File: src/rtl/label_ctrl_consts.svh
`ifndef LABEL_CTRL_CONSTS_SVH
`define LABEL_CTRL_CONSTS_SVH

// Field positions of the level-2 label register
`define LBL_ENABLE_BIT 63
`define LBL_ID_TRAP_BIT 58
`define LBL_LOWER_ALT_BIT 56
`define LBL_OWN_ALT_BIT 55
`define LBL_ALT_FORCED_BIT 54
`define LBL_SM_TRAP_BIT 50
`define LBL_L0_TRAP_BIT 49
`define LBL_L1_TRAP_BIT 48
`define LBL_DPMG_HI 47
`define LBL_DPMG_LO 40
`define LBL_IPMG_HI 39
`define LBL_IPMG_LO 32
`define LBL_DPID_HI 31
`define LBL_DPID_LO 16
`define LBL_IPID_HI 15
`define LBL_IPID_LO 0

// Reset values
`define LBL_ENABLE_RST 1'h0
`define LBL_TRAP_RST_NO_L3 1'h1
`define LBL_TRAP_RST_L3 1'h0
`define LBL_FIELD_RST 1'h0
`define LBL_PMG_RST 8'h00
`define LBL_PID_RST 16'h0000

// Exception class reported for a trapped access
`define LBL_TRAP_CLASS 6'h18
// Offset into the virtual register page for redirected level-1 accesses
`define LBL_NV_MEM_OFFSET 12'h900
// Nested virtualization bits that redirect to memory
`define LBL_NV_REDIRECT 3'h7

`endif

File: src/rtl/label_ctrl_pkg.sv
`default_nettype none
package label_ctrl_pkg;

  typedef enum logic [1:0] {
    LVL_0 = 2'b00,
    LVL_1 = 2'b01,
    LVL_2 = 2'b10,
    LVL_3 = 2'b11
  } level_t;

  typedef enum logic [2:0] {
    OUT_DONE_L2 = 3'b000,
    OUT_DONE_L1 = 3'b001,
    OUT_MEM     = 3'b010,
    OUT_TRAP_L2 = 3'b011,
    OUT_TRAP_L3 = 3'b100,
    OUT_UNDEF   = 3'b101
  } outcome_t;

  typedef struct packed {
    level_t level;
    logic is_write;
    logic names_l1;
    logic [63:0] wdata;
  } access_t;

  typedef struct packed {
    logic el2_enabled;
    logic nv;
    logic nv1;
    logic nv2;
    logic host_extension_mode;
    logic halted;
    logic secure_debug_disabled;
    logic lower_level_trap;
  } context_t;

  typedef struct packed {
    logic active;
    logic [15:0] data_partition_id;
    logic [15:0] instr_partition_id;
    logic [7:0] data_monitor_group;
    logic [7:0] instr_monitor_group;
    logic own_alt_space;
    logic lower_alt_space;
  } labels_t;

endpackage
`default_nettype wire

File: src/rtl/label_access_resolve.sv
`timescale 1ns/1ps
`default_nettype none
`include "label_ctrl_consts.svh"

module label_access_resolve #(
  parameter bit HAVE_L3 = 1'b0
) (
  // Access under decision
  input wire label_ctrl_pkg::access_t acc,
  input wire label_ctrl_pkg::context_t ctx,
  input wire logic l1_label_trap,
  // Decision
  output label_ctrl_pkg::outcome_t outcome
);

  logic to_l3;
  logic l3_outcome_undef;
  logic nv_all;

  assign to_l3 = HAVE_L3 && ctx.lower_level_trap;
  // A trap to level 3 while halted with secure debug off becomes undefined
  assign l3_outcome_undef = ctx.halted && ctx.secure_debug_disabled;
  assign nv_all = ({ctx.nv2, ctx.nv1, ctx.nv} == `LBL_NV_REDIRECT);

  always_comb begin
    outcome = label_ctrl_pkg::OUT_UNDEF;
    case (acc.level)
      label_ctrl_pkg::LVL_0: begin
        outcome = label_ctrl_pkg::OUT_UNDEF;
      end
      label_ctrl_pkg::LVL_1: begin
        if (!acc.names_l1) begin
          if (ctx.el2_enabled && ctx.nv) begin
            if (to_l3) begin
              outcome = l3_outcome_undef ? label_ctrl_pkg::OUT_UNDEF
                                         : label_ctrl_pkg::OUT_TRAP_L3;
            end else begin
              outcome = label_ctrl_pkg::OUT_TRAP_L2;
            end
          end else begin
            outcome = label_ctrl_pkg::OUT_UNDEF;
          end
        end else if (to_l3) begin
          outcome = l3_outcome_undef ? label_ctrl_pkg::OUT_UNDEF
                                     : label_ctrl_pkg::OUT_TRAP_L3;
        end else if (ctx.el2_enabled && l1_label_trap) begin
          outcome = label_ctrl_pkg::OUT_TRAP_L2;
        end else if (ctx.el2_enabled && nv_all) begin
          outcome = label_ctrl_pkg::OUT_MEM;
        end else begin
          outcome = label_ctrl_pkg::OUT_DONE_L1;
        end
      end
      label_ctrl_pkg::LVL_2: begin
        if (to_l3) begin
          outcome = l3_outcome_undef ? label_ctrl_pkg::OUT_UNDEF
                                     : label_ctrl_pkg::OUT_TRAP_L3;
        end else if (!acc.names_l1 || ctx.host_extension_mode) begin
          outcome = label_ctrl_pkg::OUT_DONE_L2;
        end else begin
          outcome = label_ctrl_pkg::OUT_DONE_L1;
        end
      end
      default: begin
        outcome = acc.names_l1 ? label_ctrl_pkg::OUT_DONE_L1
                               : label_ctrl_pkg::OUT_DONE_L2;
      end
    endcase
  end

endmodule
`default_nettype wire

File: src/rtl/partition_label_control.sv
`timescale 1ns/1ps
`default_nettype none
`include "label_ctrl_consts.svh"

module partition_label_control #(
  parameter bit HAVE_L3 = 1'b0,
  parameter bit HAS_ID_TRAP = 1'b1,
  parameter bit HAS_ALT_SPACE = 1'b1,
  parameter bit HAS_STREAMING = 1'b1
) (
  // Clock and reset
  input wire logic ref_clk,
  input wire logic rst,
  // System register access
  input wire logic acc_valid,
  input wire label_ctrl_pkg::access_t acc,
  input wire label_ctrl_pkg::context_t ctx,
  // Level-3 and hypervisor state
  input wire logic l3_label_enable,
  input wire logic hierarchical_alt_space_enable,
  input wire logic higher_alt_force,
  input wire logic hyp_id_access_trap,
  // Shared enable written through the level-1 register
  input wire logic l1_enable_we,
  input wire logic l1_enable_wdata,
  // Access answer
  output logic resp_valid,
  output label_ctrl_pkg::outcome_t resp_outcome,
  output logic [5:0] resp_class,
  output logic [63:0] resp_rdata,
  output logic [11:0] resp_mem_offset,
  // Labels for level-2 requests
  output label_ctrl_pkg::labels_t labels,
  output logic label_enable,
  // Trap controls toward lower levels
  output logic id_access_trap,
  output logic streaming_label_trap,
  output logic level0_label_trap,
  output logic level1_label_trap
);

  // ************************************************************
  // Register fields
  // ************************************************************
  localparam logic TRAP_RST = HAVE_L3 ? `LBL_TRAP_RST_L3 : `LBL_TRAP_RST_NO_L3;

  logic enable_reg;
  logic id_trap_reg;
  logic lower_alt_reg;
  logic own_alt_reg;
  logic sm_trap_reg;
  logic l0_trap_reg;
  logic l1_trap_reg;
  logic [7:0] dpmg_reg;
  logic [7:0] ipmg_reg;
  logic [15:0] dpid_reg;
  logic [15:0] ipid_reg;

  label_ctrl_pkg::outcome_t outcome;
  logic wr_own;
  logic enable_eff;
  logic forced_flag;
  logic [63:0] read_value;

  label_access_resolve #(
    .HAVE_L3(HAVE_L3)
  ) u_resolve (
    .acc(acc),
    .ctx(ctx),
    .l1_label_trap(l1_trap_reg),
    .outcome(outcome)
  );

  assign wr_own = acc_valid && acc.is_write && (outcome == label_ctrl_pkg::OUT_DONE_L2);

  // With level 3 present the enable is that register's live bit
  assign enable_eff = HAVE_L3 ? l3_label_enable : enable_reg;
  assign forced_flag = HAS_ALT_SPACE && (higher_alt_force || own_alt_reg);

  // ************************************************************
  // Shared enable bit
  // ************************************************************
  // Own writes win over a same-cycle write through the level-1 name
  always_ff @(posedge ref_clk or posedge rst) begin
    if (rst) begin
      enable_reg <= `LBL_ENABLE_RST;
    end else if (!HAVE_L3) begin
      if (wr_own) begin
        enable_reg <= acc.wdata[`LBL_ENABLE_BIT];
      end else if (l1_enable_we) begin
        enable_reg <= l1_enable_wdata;
      end
    end
  end

  // ************************************************************
  // Control fields
  // ************************************************************
  always_ff @(posedge ref_clk or posedge rst) begin
    if (rst) begin
      id_trap_reg <= `LBL_FIELD_RST;
      lower_alt_reg <= `LBL_FIELD_RST;
      own_alt_reg <= `LBL_FIELD_RST;
      sm_trap_reg <= `LBL_FIELD_RST;
      l0_trap_reg <= TRAP_RST;
      l1_trap_reg <= TRAP_RST;
    end else if (wr_own) begin
      // Absent optional fields stay zero
      id_trap_reg <= HAS_ID_TRAP && acc.wdata[`LBL_ID_TRAP_BIT];
      lower_alt_reg <= HAS_ALT_SPACE && acc.wdata[`LBL_LOWER_ALT_BIT];
      own_alt_reg <= HAS_ALT_SPACE && acc.wdata[`LBL_OWN_ALT_BIT];
      sm_trap_reg <= HAS_STREAMING && acc.wdata[`LBL_SM_TRAP_BIT];
      l0_trap_reg <= acc.wdata[`LBL_L0_TRAP_BIT];
      l1_trap_reg <= acc.wdata[`LBL_L1_TRAP_BIT];
    end
  end

  // ************************************************************
  // Label fields
  // ************************************************************
  always_ff @(posedge ref_clk or posedge rst) begin
    if (rst) begin
      dpmg_reg <= `LBL_PMG_RST;
      ipmg_reg <= `LBL_PMG_RST;
      dpid_reg <= `LBL_PID_RST;
      ipid_reg <= `LBL_PID_RST;
    end else if (wr_own) begin
      dpmg_reg <= acc.wdata[`LBL_DPMG_HI:`LBL_DPMG_LO];
      ipmg_reg <= acc.wdata[`LBL_IPMG_HI:`LBL_IPMG_LO];
      dpid_reg <= acc.wdata[`LBL_DPID_HI:`LBL_DPID_LO];
      ipid_reg <= acc.wdata[`LBL_IPID_HI:`LBL_IPID_LO];
    end
  end

  // ************************************************************
  // Read value and access answer
  // ************************************************************
  always_comb begin
    read_value = 64'h0;
    read_value[`LBL_ENABLE_BIT] = enable_eff;
    read_value[`LBL_ID_TRAP_BIT] = id_trap_reg;
    read_value[`LBL_LOWER_ALT_BIT] = lower_alt_reg;
    read_value[`LBL_OWN_ALT_BIT] = own_alt_reg;
    read_value[`LBL_ALT_FORCED_BIT] = forced_flag;
    read_value[`LBL_SM_TRAP_BIT] = sm_trap_reg;
    read_value[`LBL_L0_TRAP_BIT] = l0_trap_reg;
    read_value[`LBL_L1_TRAP_BIT] = l1_trap_reg;
    read_value[`LBL_DPMG_HI:`LBL_DPMG_LO] = dpmg_reg;
    read_value[`LBL_IPMG_HI:`LBL_IPMG_LO] = ipmg_reg;
    read_value[`LBL_DPID_HI:`LBL_DPID_LO] = dpid_reg;
    read_value[`LBL_IPID_HI:`LBL_IPID_LO] = ipid_reg;
  end

  always_ff @(posedge ref_clk or posedge rst) begin
    if (rst) begin
      resp_valid <= 1'b0;
      resp_outcome <= label_ctrl_pkg::OUT_UNDEF;
      resp_class <= 6'h00;
      resp_rdata <= 64'h0;
      resp_mem_offset <= 12'h000;
    end else begin
      resp_valid <= acc_valid;
      if (acc_valid) begin
        resp_outcome <= outcome;
        if (outcome == label_ctrl_pkg::OUT_TRAP_L2 || outcome == label_ctrl_pkg::OUT_TRAP_L3) begin
          resp_class <= `LBL_TRAP_CLASS;
        end else begin
          resp_class <= 6'h00;
        end
        if (!acc.is_write && outcome == label_ctrl_pkg::OUT_DONE_L2) begin
          resp_rdata <= read_value;
        end else begin
          resp_rdata <= 64'h0;
        end
        if (outcome == label_ctrl_pkg::OUT_MEM) begin
          resp_mem_offset <= `LBL_NV_MEM_OFFSET;
        end else begin
          resp_mem_offset <= 12'h000;
        end
      end
    end
  end

  // ************************************************************
  // Label outputs
  // ************************************************************
  // Labels are registered from the fields every cycle, so they follow
  // a write one clock after the fields take it
  always_ff @(posedge ref_clk or posedge rst) begin
    if (rst) begin
      labels <= '0;
      label_enable <= 1'b0;
    end else begin
      label_enable <= enable_eff;
      labels.active <= ctx.el2_enabled;
      if (enable_eff && ctx.el2_enabled) begin
        labels.data_partition_id <= dpid_reg;
        labels.instr_partition_id <= ipid_reg;
        labels.data_monitor_group <= dpmg_reg;
        labels.instr_monitor_group <= ipmg_reg;
        labels.own_alt_space <= hierarchical_alt_space_enable && own_alt_reg;
        labels.lower_alt_space <= hierarchical_alt_space_enable && lower_alt_reg;
      end else begin
        labels.data_partition_id <= 16'h0000;
        labels.instr_partition_id <= 16'h0000;
        labels.data_monitor_group <= 8'h00;
        labels.instr_monitor_group <= 8'h00;
        labels.own_alt_space <= 1'b0;
        labels.lower_alt_space <= 1'b0;
      end
    end
  end

  // ************************************************************
  // Trap controls
  // ************************************************************
  always_ff @(posedge ref_clk or posedge rst) begin
    if (rst) begin
      id_access_trap <= 1'b0;
      streaming_label_trap <= 1'b0;
      level0_label_trap <= 1'b0;
      level1_label_trap <= 1'b0;
    end else begin
      id_access_trap <= ctx.el2_enabled && (id_trap_reg || hyp_id_access_trap);
      streaming_label_trap <= ctx.el2_enabled && sm_trap_reg;
      level0_label_trap <= ctx.el2_enabled && l0_trap_reg;
      level1_label_trap <= ctx.el2_enabled && l1_trap_reg;
    end
  end
endmodule
`default_nettype wire

File: config.mk
export PLATFORM = sky130hd
export DESIGN_NAME = partition_label_control
export DESIGN_NICKNAME = d
export VERILOG_FILES = /design/src/rtl/label_ctrl_pkg.sv /design/src/rtl/label_access_resolve.sv /design/src/rtl/partition_label_control.sv
export VERILOG_INCLUDE_DIRS = /design/src /design/src/rtl
export SDC_FILE = /design/constraint.sdc
export NUM_CORES = 1
export LEC_CHECK = 0
export ABC_AREA = 1
export BUFFER_PORTS_ARGS = -buffer_cell sky130_fd_sc_hd__buf_2
export CAP_MARGIN = 40
export CORE_ASPECT_RATIO = 0.8
export CORE_MARGIN = 2
export CORE_UTILIZATION = 44
export DETAILED_ROUTE_END_ITERATION = 7
export HOLD_SLACK_MARGIN = 0.12
export PLACE_DENSITY_LB_ADDON = 0.08
export SETUP_SLACK_MARGIN = 0.5
export SYNTH_ARGS = -nofsm -noshare
export SYNTH_HDL_FRONTEND = slang
export SYNTH_SLANG_ARGS = --single-unit
File: constraint.sdc
create_clock -name ref_clk -period 6.29 [get_ports ref_clk]
set_input_delay 1.887 -clock ref_clk [delete_from_list [all_inputs] [get_ports ref_clk]]
set_output_delay 1.887 -clock ref_clk [all_outputs]
set_load 0.005 [all_outputs]
==> results.cfg, run 1 <==
[status]
status = complete, but fails checks
violations = design-rule violations

[logic_synthesis]
synth_flop_cell = dfrtp_1
syn_area_um2 = 6510
ys_async_sr_fraction_pct = 100
yosysTopAreaCell = dfrtp_1
synth_top_area_share_pct = 64.9
yosysMostFrequentCell = dfrtp_1
avgSynthCellArea_um2 = 10.7
synthTopCellsByCount = 169 x dfrtp_1, 145 x nand2_1, 61 x inv_1
synth-seq-cells = 173
synth.area.top_cells = dfrtp_1 65%, nand2_1 8.4%, o21ai_2 6.7%
synth_edf_count = 0
seq_area_frac_synth_pct = 66.5
syn_inst = 607
yosysUniqueCellTypes = 24
yosysWarnings = 0

[sta]
finalSetupViolCount = 0
period_minus_slack_ns = 3.43
period_share_pct = 54.5
tightestPinTransition_ns = 0.820
slew_viol_final = 0
holdWs_ns = 0.468
finalSetupTns_ns = 0
fmax_mhz = 292
hold_viol = 0
relSlewSlack_pct = 45.3
fin_skew_ns = 0.00809
rsz0062_at_grt = false

[die]
core_area_um2 = 14400
ios = 227
dieArea_um2 = 15800
rows = 39
start_util_pct = 45.2
dieWidth_um = 140
dieHeight_um = 113

[grt]
grt_start_max_net_pins = 65
grtUsageTotal_pct = 19.9
grt_first_pass_wirelength_um = 24400
antenna_found_initial = 0
grt_overflow_total = 0
grt_pass1_vias = 4827

[setup_path]
crit_family = simple AND/OR/NAND/NOR gates
crit_arrival_ns = 3.75
crit_path_end_kind = flip-flop
rr_startpoint = enable_eff$_DFFE_PP0P_
max_stage_delay_ns = 0.68
path_cells = buf_2 -> nand2_1 -> nor2_8 -> buf_4 -> nand2_1 -> o21ai_0
worstSetupPathType = input pin to flip-flop
critical_path_required_ns = 6.62
crit_start = acc_valid
critPathBufInv = 2
critPathMaxFanout = 64
cp_common_cell = nand2_1
start_kind = input pin
slowest_stage = nor2_8

[power]
leakagePower_uw = 0.00447
p_per_area_nw_per_um2 = 335
vdd_ir_drop_max_v = 0.000245

[clocking]
cts_setup_buffers = 0
cts_resized = 0
cts_tree = done
htreeDepth = 4
cts_buffers = 17
clock-sinks = 173
worstSkewPairLatency_ns = 0.42
clk_path_buf_depth = 2
clkSlewWorstSetupHoldPaths_ns = 0.06
cts_hold_buf = 0
root_buffer = clkbuf_16

[hold_path]
worstHoldStart = enable_eff$_DFFE_PP0P_
hp-class = flip-flop to flip-flop

[final_layout]
area_delta_synth_final_pct = 25.0
multi_input_area_um2 = 1670
layout-drive-gt1-share_pct = 36.2
seq_area_um2 = 4330
max_flop_register = resp_rdata
top_regs = resp_rdata x56, labels x51
largest_reg_flops = 56
final_nets = 879
nFillCells = 1253

[route]
drtIter0Drc = 258
drtAntennaViolNets = 0
route.detailed.drc = 32
wl_um = 14700
dr_wl_met3_um = 1250
via_count = 4603
drtPass1Iterations = 8
dr_wl_met2_um = 6790
viasPerCell = 4.64
highest_layer = met4
wl_per_cell_um = 14.8
drt-met1-wl_um = 6450

[place]
port_buffers = 191
dp_hpwl_um = 9750
gp_congestion = 0.762

[run]
maxCapViolations = 0
## cells by family after synthesis
group                  synth area share [%]
and+or+nand+nor                        13.0
AOI/OAI and AO/OA                      11.1
buffers and inverters                  9.07
other                                0.0576
DFF                                    66.5
muxes                                 0.154
## layout by cell type, fill, tap and decap left out
master,instances
o21ai_0,41
nand2_4,1
nor2_4,1
dfstp_2,4
clkbuf_16,17
dfrtp_1,169
nand2_1,144
mux2i_1,1
buf_2,191
clkbuf_8,1
clkinvlp_4,3
nor3_1,2
nand3_4,1
buf_12,2
nor2_1,53
conb_1,22
diode_2,1
o21a_1,1
bufinv_16,4
nand3_1,6
nor2_8,1
a21oi_1,1
nand2_2,1
clkinv_4,1
o21ai_1,14
buf_4,6
o21ai_2,50
inv_2,1
clkinv_2,4
inv_6,3
inv_1,60
nand4_1,1
## report_power, final
group,switching (uW),internal (uW),total [uW]
Clock,435,677,1110
Sequential,45.1,1250,1290
Combinational,210,116,326
## final cells by class
| class | instances | share of cell area (%) |
|---|---|---|
| inverters | 62 | 2.90 |
| multi-input cells | 341 | 20.5 |
| flip-flops and latches | 173 | 53.2 |
| diodes | 1 | 0.0307 |
| clock buffers | 18 | 5.39 |
| well taps | 184 | 2.83 |
| repair buffers | 199 | 12.8 |
| clock inverters | 14 | 2.34 |
## per-stage QoR
| step | instances | worst slack [ns] | utilization [%] | power [uW] | area (um^2) |
|---|---|---|---|---|---|
| 2_1_floorplan | 628 | 2.20 | - | 1520 | 6600 |
| 4_1_cts | 991 | 2.87 | 56.6 | 2770 | 8140 |
| 6_report | 992 | 2.86 | 56.6 | 2730 | 8140 |
| 3_5_place_dp | 959 | 2.44 | 52.2 | 1650 | 7510 |
| 3_3_place_gp | 957 | 2.47 | 51.9 | 1630 | 7470 |
| 5_1_grt | 991 | 2.66 | 56.6 | 2860 | 8140 |
## per-layer routing
layer  track usage [%]  vias up
met4              7.07        0
met2              31.0      157
met1              26.2     2206
met3              6.98       19
li1                  -     2221
met5                 0        -
## worst reg2reg max path, cell delays in order, from the launching register on
cell and delay [ns]:
dfrtp_1 0.42, nand2_2 0.08, buf_4 0.49, nor2_1 0.16
## path summary, 6_finish.rpt
check	end	slack, ns	cells after the start
hold / removal	label_enable$_DFF_PP0_	0.47	0
max in group asynchronous	ipid_reg[6]$_DFFE_PP0P_	3.65	4
hold reg to reg	label_enable$_DFF_PP0_	0.47	0
min in group asynchronous	resp_rdata[34]$_DFFE_PP0P_	1.60	3
setup / recovery	ipmg_reg[5]$_DFFE_PP0P_	2.86	6
setup reg to reg	labels[48]$_DFF_PP0_	5.00	3
No activity file was read; power rests on OpenSTA's default activity.
==> run 2, diff against run 1 <==
Clock period 6.29 ns to 3 ns, I/O delays scaled along.
==> run 2 against run 1 <==
The flow still finishes with violations (design-rule violations). Critical path depth rose by 1. Cell count up 0.20%. Total power up 100%. Clock power grew 95%. Utilization about the same. Sequential power is 110% higher. Worst setup slack got worse by 1.9 ns. First-iteration DRC count up 10%. Sequential share of layout area hardly changed. Hold slack got worse by 0.013 ns. Largest cell class unchanged. Largest power group unchanged. Highest routed layer unchanged.
==> results.cfg, run 2 (synthesized netlist as in run 1, its figures left out) <==
[clocking]
cts_setup_buffers = 0
clkSlewWorstSetupHoldPaths_ns = 0.06
cts_hold_buf = 0
htreeDepth = 4
cts_resized = 0
cts_buffers = 17
clk_path_buf_depth = 2
worstSkewPairLatency_ns = 0.42
root_buffer = clkbuf_16
cts_tree = done
clock-sinks = 173

[final_layout]
layout_commonest_cell = buf_2
diodes = 0
nFillCells = 1290
top_regs = resp_rdata x56, labels x51
largest_reg_flops = 56
final_nets = 882
mostFrequentLayoutCells = 191 x buf_2, 169 x dfrtp_1, 144 x nand2_1, 60 x inv_1, 53 x nor2_1
layout-drive-gt1-share_pct = 36.3
seq_area_um2 = 4330
fin_area_um2 = 8150
area_delta_synth_final_pct = 25.1
multi_input_area_um2 = 1670
final_cells = 994
max_flop_register = resp_rdata

[grt]
grt_pass1_vias = 4638
met3_usage_pct = 7.19
use_met2_pct = 30.5
grt_first_pass_wirelength_um = 24000
grt_start_max_net_pins = 79
grtUsageTotal_pct = 19.7
grt.busiest_layer = met2
grt_overflow_total = 0
use_met1_pct = 26.1
antenna_found_initial = 0

[route]
drtPass1Iterations = 7
drtAntennaViolNets = 0
wl_um = 14500
route.detailed.drc = 16
via_count = 4588
viasPerCell = 4.62
wl_per_cell_um = 14.6
drtIter0Drc = 285

[die]
start_util_pct = 45.2
ios = 227
dieHeight_um = 113
dieArea_um2 = 15800
core_area_um2 = 14400
rows = 39
dieWidth_um = 140

[place]
place_area_um2 = 7560
dp.cells = 962
port_buffers = 191
dp_hpwl_um = 9730
gp_congestion = 0.761

[status]
violations = design-rule violations
status = complete, but fails checks

[sta]
period_share_pct = 67.7
fin_skew_ns = 0.00443
slew_viol_final = 0
hold_viol = 0
fmax_mhz = 492
tightestPinTransition_ns = 0.504
period_minus_slack_ns = 2.03
relSlewSlack_pct = 66.4
finalSetupTns_ns = 0
finalSetupViolCount = 0
rsz0062_at_grt = false

[setup_path]
critPathMaxFanout = 28
crit_arrival_ns = 2.32
path_cells = buf_2 -> nand2_1 -> nand3_4 -> nor2_4 -> nand2_4 -> buf_4 -> o21ai_2
slowest_stage = buf_4
critical_path_required_ns = 3.29
worstSetupPathType = input pin to flip-flop
start_kind = input pin
crit_path_end_kind = flip-flop
max_stage_delay_ns = 0.53
r2r_cells = 3

[power]
vdd_ir_drop_max_v = 0.000522
p_per_area_nw_per_um2 = 683
finalPower_uw = 5560
leakagePower_uw = 0.00446

[hold_path]
hp-class = input pin to asynchronous set/reset pin

[run]
maxCapViolations = 0
-- run 2: final cells by class --
| class | instances | area share (%) |
|---|---|---|
| Clock inverter | 11 | 1.43 |
| Tap cell | 184 | 2.83 |
| Clock buffer | 21 | 5.77 |
| Multi-Input combinational cell | 341 | 20.5 |
| Timing Repair Buffer | 202 | 13.4 |
| Sequential cell | 173 | 53.2 |
| Inverter | 62 | 2.90 |
-- run 2: stage by stage --
step                setup slack, ns  utilization [%]  hold WS, ns
floorplan                    -0.107                -        0.394
global placement              0.547             52.5        0.455
detailed placement            0.507             52.5        0.441
CTS                           0.960             56.6        0.445
global route                  0.873             56.6        0.455
finish                        0.968             56.6        0.455
-- run 2: layer usage --
metal | wire length [um] | vias up
li1 | - | 2219
met1 | 6290 | 2196
met2 | 6840 | 160
met3 | 1240 | 13
met4 | 153 | 0
met5 | 0 | -
-- run 2: critical path, delay by kind of cell --
family | cells | cell delay, ns
compound gates | 1 | 0.09
simple gates | 4 | 0.68
buf+inv | 2 | 0.64
-- run 2: worst paths after layout --
path | slack, ns | startpoint | to
min in group ref_clk | 0.47 | enable_eff$_DFFE_PP0P_ | label_enable$_DFF_PP0_
worst max-delay path | 0.97 | acc[64] | resp_rdata[19]$_DFFE_PP0P_
worst min register to register | 0.47 | enable_eff$_DFFE_PP0P_ | label_enable$_DFF_PP0_
worst min-delay path | 0.46 | rst | resp_rdata[34]$_DFFE_PP0P_
max in group asynchronous | 1.87 | rst | resp_rdata[12]$_DFFE_PP0P_
worst max register to register | 1.71 | enable_eff$_DFFE_PP0P_ | labels[11]$_DFF_PP0_
-- run 2: power by group --
part | internal (uW) | total [uW] | leakage, uW | switching [uW]
Sequential | 2620 | 2710 | 0.00226 | 93.5
Clock | 1290 | 2160 | 0.000285 | 874
Combinational | 251 | 691 | 0.00192 | 441
Total | 4160 | 5560 | 0.00446 | 1410
==> run 3, diff against run 2 <==
Clock period 3 ns to 1.8 ns, I/O delays scaled along.
==> run 3 against run 2 <==
The flow still finishes with violations (design-rule violations). First-iteration DRC count rose by 15%. Register-to-register slack lost 1.1 ns. Via count rose by 3.2%. Die area stayed put. Largest cell class unchanged. Sequential share of layout area down 2.6 points. Flip-flop and latch count is the same. Clock power rose by 91%. Total power up 78%. Hold slack lost 0.21 ns.
==> results.cfg, run 3 (synthesized netlist as in run 1, its figures left out) <==
[status]
status = complete, but fails checks
violations = design-rule violations

[sta]
slew_viol_final = 0
period_share_pct = 88.6
hold_viol = 0
fmax_mhz = 627
holdWs_ns = 0.250
finalSetupViolCount = 0
rsz0062_at_grt = true
fin_skew_ns = 0.0138
period_minus_slack_ns = 1.59

[place]
gp_congestion = 0.742
dp_hpwl_um = 9780
place_area_um2 = 7640
port_buffers = 191

[power]
p_per_area_nw_per_um2 = 1150
vdd_ir_drop_max_v = 0.000661
leakagePower_uw = 0.00470

[route]
drtAntennaViolNets = 0
route.detailed.drc = 14
wl_per_cell_um = 15.1
drtIter0Drc = 327
via_count = 4735
viasPerCell = 4.64
drtPass1Iterations = 8
wl_um = 15400

[setup_path]
critPathBufInv = 1
crit_path_end_kind = primary output
r2r_cells = 6
max_stage_delay_ns = 0.53
path_cells = buf_2
worstSetupPathType = flip-flop to primary output
slowest_stage = dfstp_2
crit_arrival_ns = 1.05
crit_start = resp_outcome[2]$_DFFE_PP1P_
start_kind = flip-flop
crit_family = flip-flops
critical_path_required_ns = 1.26
critPathMaxFanout = 2
r2r_slack_ns = 0.61
regToRegEndpoint = resp_class[3]$_DFFE_PP0P_
rr_startpoint = l1_trap_reg$_DFFE_PP1P_

[die]
dieHeight_um = 113
start_util_pct = 45.2
rows = 39
dieWidth_um = 140
dieArea_um2 = 15800
ios = 227
core_area_um2 = 14400

[clocking]
cts_hold_buf = 0
clkSlewWorstSetupHoldPaths_ns = 0.06
clk_path_buf_depth = 2
root_buffer = clkbuf_16
cts_tree = done
worstSkewPairLatency_ns = 0.43
cts_buffers = 17
htreeDepth = 4
clock-sinks = 173

[grt]
grtUsageTotal_pct = 19.4
grt_overflow_total = 0
grt_pass1_vias = 4656
grt_first_pass_wirelength_um = 23600
antenna_found_initial = 1
grt_start_max_net_pins = 92

[final_layout]
diodes = 0
top_regs = resp_rdata x56, labels x51
fin_area_um2 = 8570
max_flop_register = resp_rdata
final_nets = 908
layout_commonest_cell = buf_2
largest_reg_flops = 56
seq_area_um2 = 4330
multi_input_area_um2 = 1690
mostFrequentLayoutCells = 188 x buf_2, 169 x dfrtp_1, 142 x nand2_1, 59 x inv_1, 53 x nor2_1
layout-drive-gt1-share_pct = 38.6
nFillCells = 1219
area_delta_synth_final_pct = 31.5

[run]
maxCapViolations = 0

[hold_path]
hp-class = input pin to asynchronous set/reset pin
[run 3: cell types whose count changed in the layout (fill, tap and decap cells not counted), moves of 3 or more]
cell        delta
buf_12         +5
clkinvlp_4     -3
buf_2          -3
buf_4         +19
bufinv_16      +4
[run 3: power breakdown]
part,switching [uW],internal (uW)
clock network,1450,2670
registers,161,4370
logic,759,480
total,2370,7510
[run 3: worst max path at each step]
stage          cells after the start                       to
3_5_place_dp                       5  dpid_reg[5]$_DFFE_PP0P_
2_1_floorplan                      1  dpid_reg[0]$_DFFE_PP0P_
5_1_grt                            1          resp_outcome[2]
6_report                           1          resp_outcome[2]
3_3_place_gp                       5   enable_eff$_DFFE_PP0P_
4_1_cts                            1          resp_outcome[0]
[run 3: what timing repair did]
action / 4_1_cts / 5_1_grt
gates cloned: 0 / 2
resized for setup: 0 / 3
setup endpoints to repair: 120 / 135
buffers inserted: 13 / 13
pin swaps: 0 / 1
[run 3: per-stage QoR]
step	setup TNS (ns)	instances	total power, uW	setup slack (ns)	util (%)
after floorplan	-161.72	628	5310	-0.947	-
final	0	1020	9890	0.206	59.5
after detailed placement	0	960	5790	0.112	53.0
after CTS	0	1005	9950	0.178	58.4
after global routing	0	1020	10400	0.157	59.5
after global placement	0	960	5730	0.142	53.0
[run 3: layer usage]
| layer | wire length (um) | global-route usage [%] |
|---|---|---|
| met1 | 6730 | 25.0 |
| met5 | 0 | 0 |
| met4 | 128 | 5.05 |
| met3 | 1240 | 7.87 |
| met2 | 7300 | 30.9 |
[run 3: layout make-up]
type | instances | area share (%)
clock buffers | 20 | 5.33
clock inverters | 12 | 2.50
inverters | 62 | 2.82
multi-input cells | 341 | 19.8
flip-flops and latches | 173 | 50.6
well taps | 184 | 2.69
repair buffers | 228 | 16.3
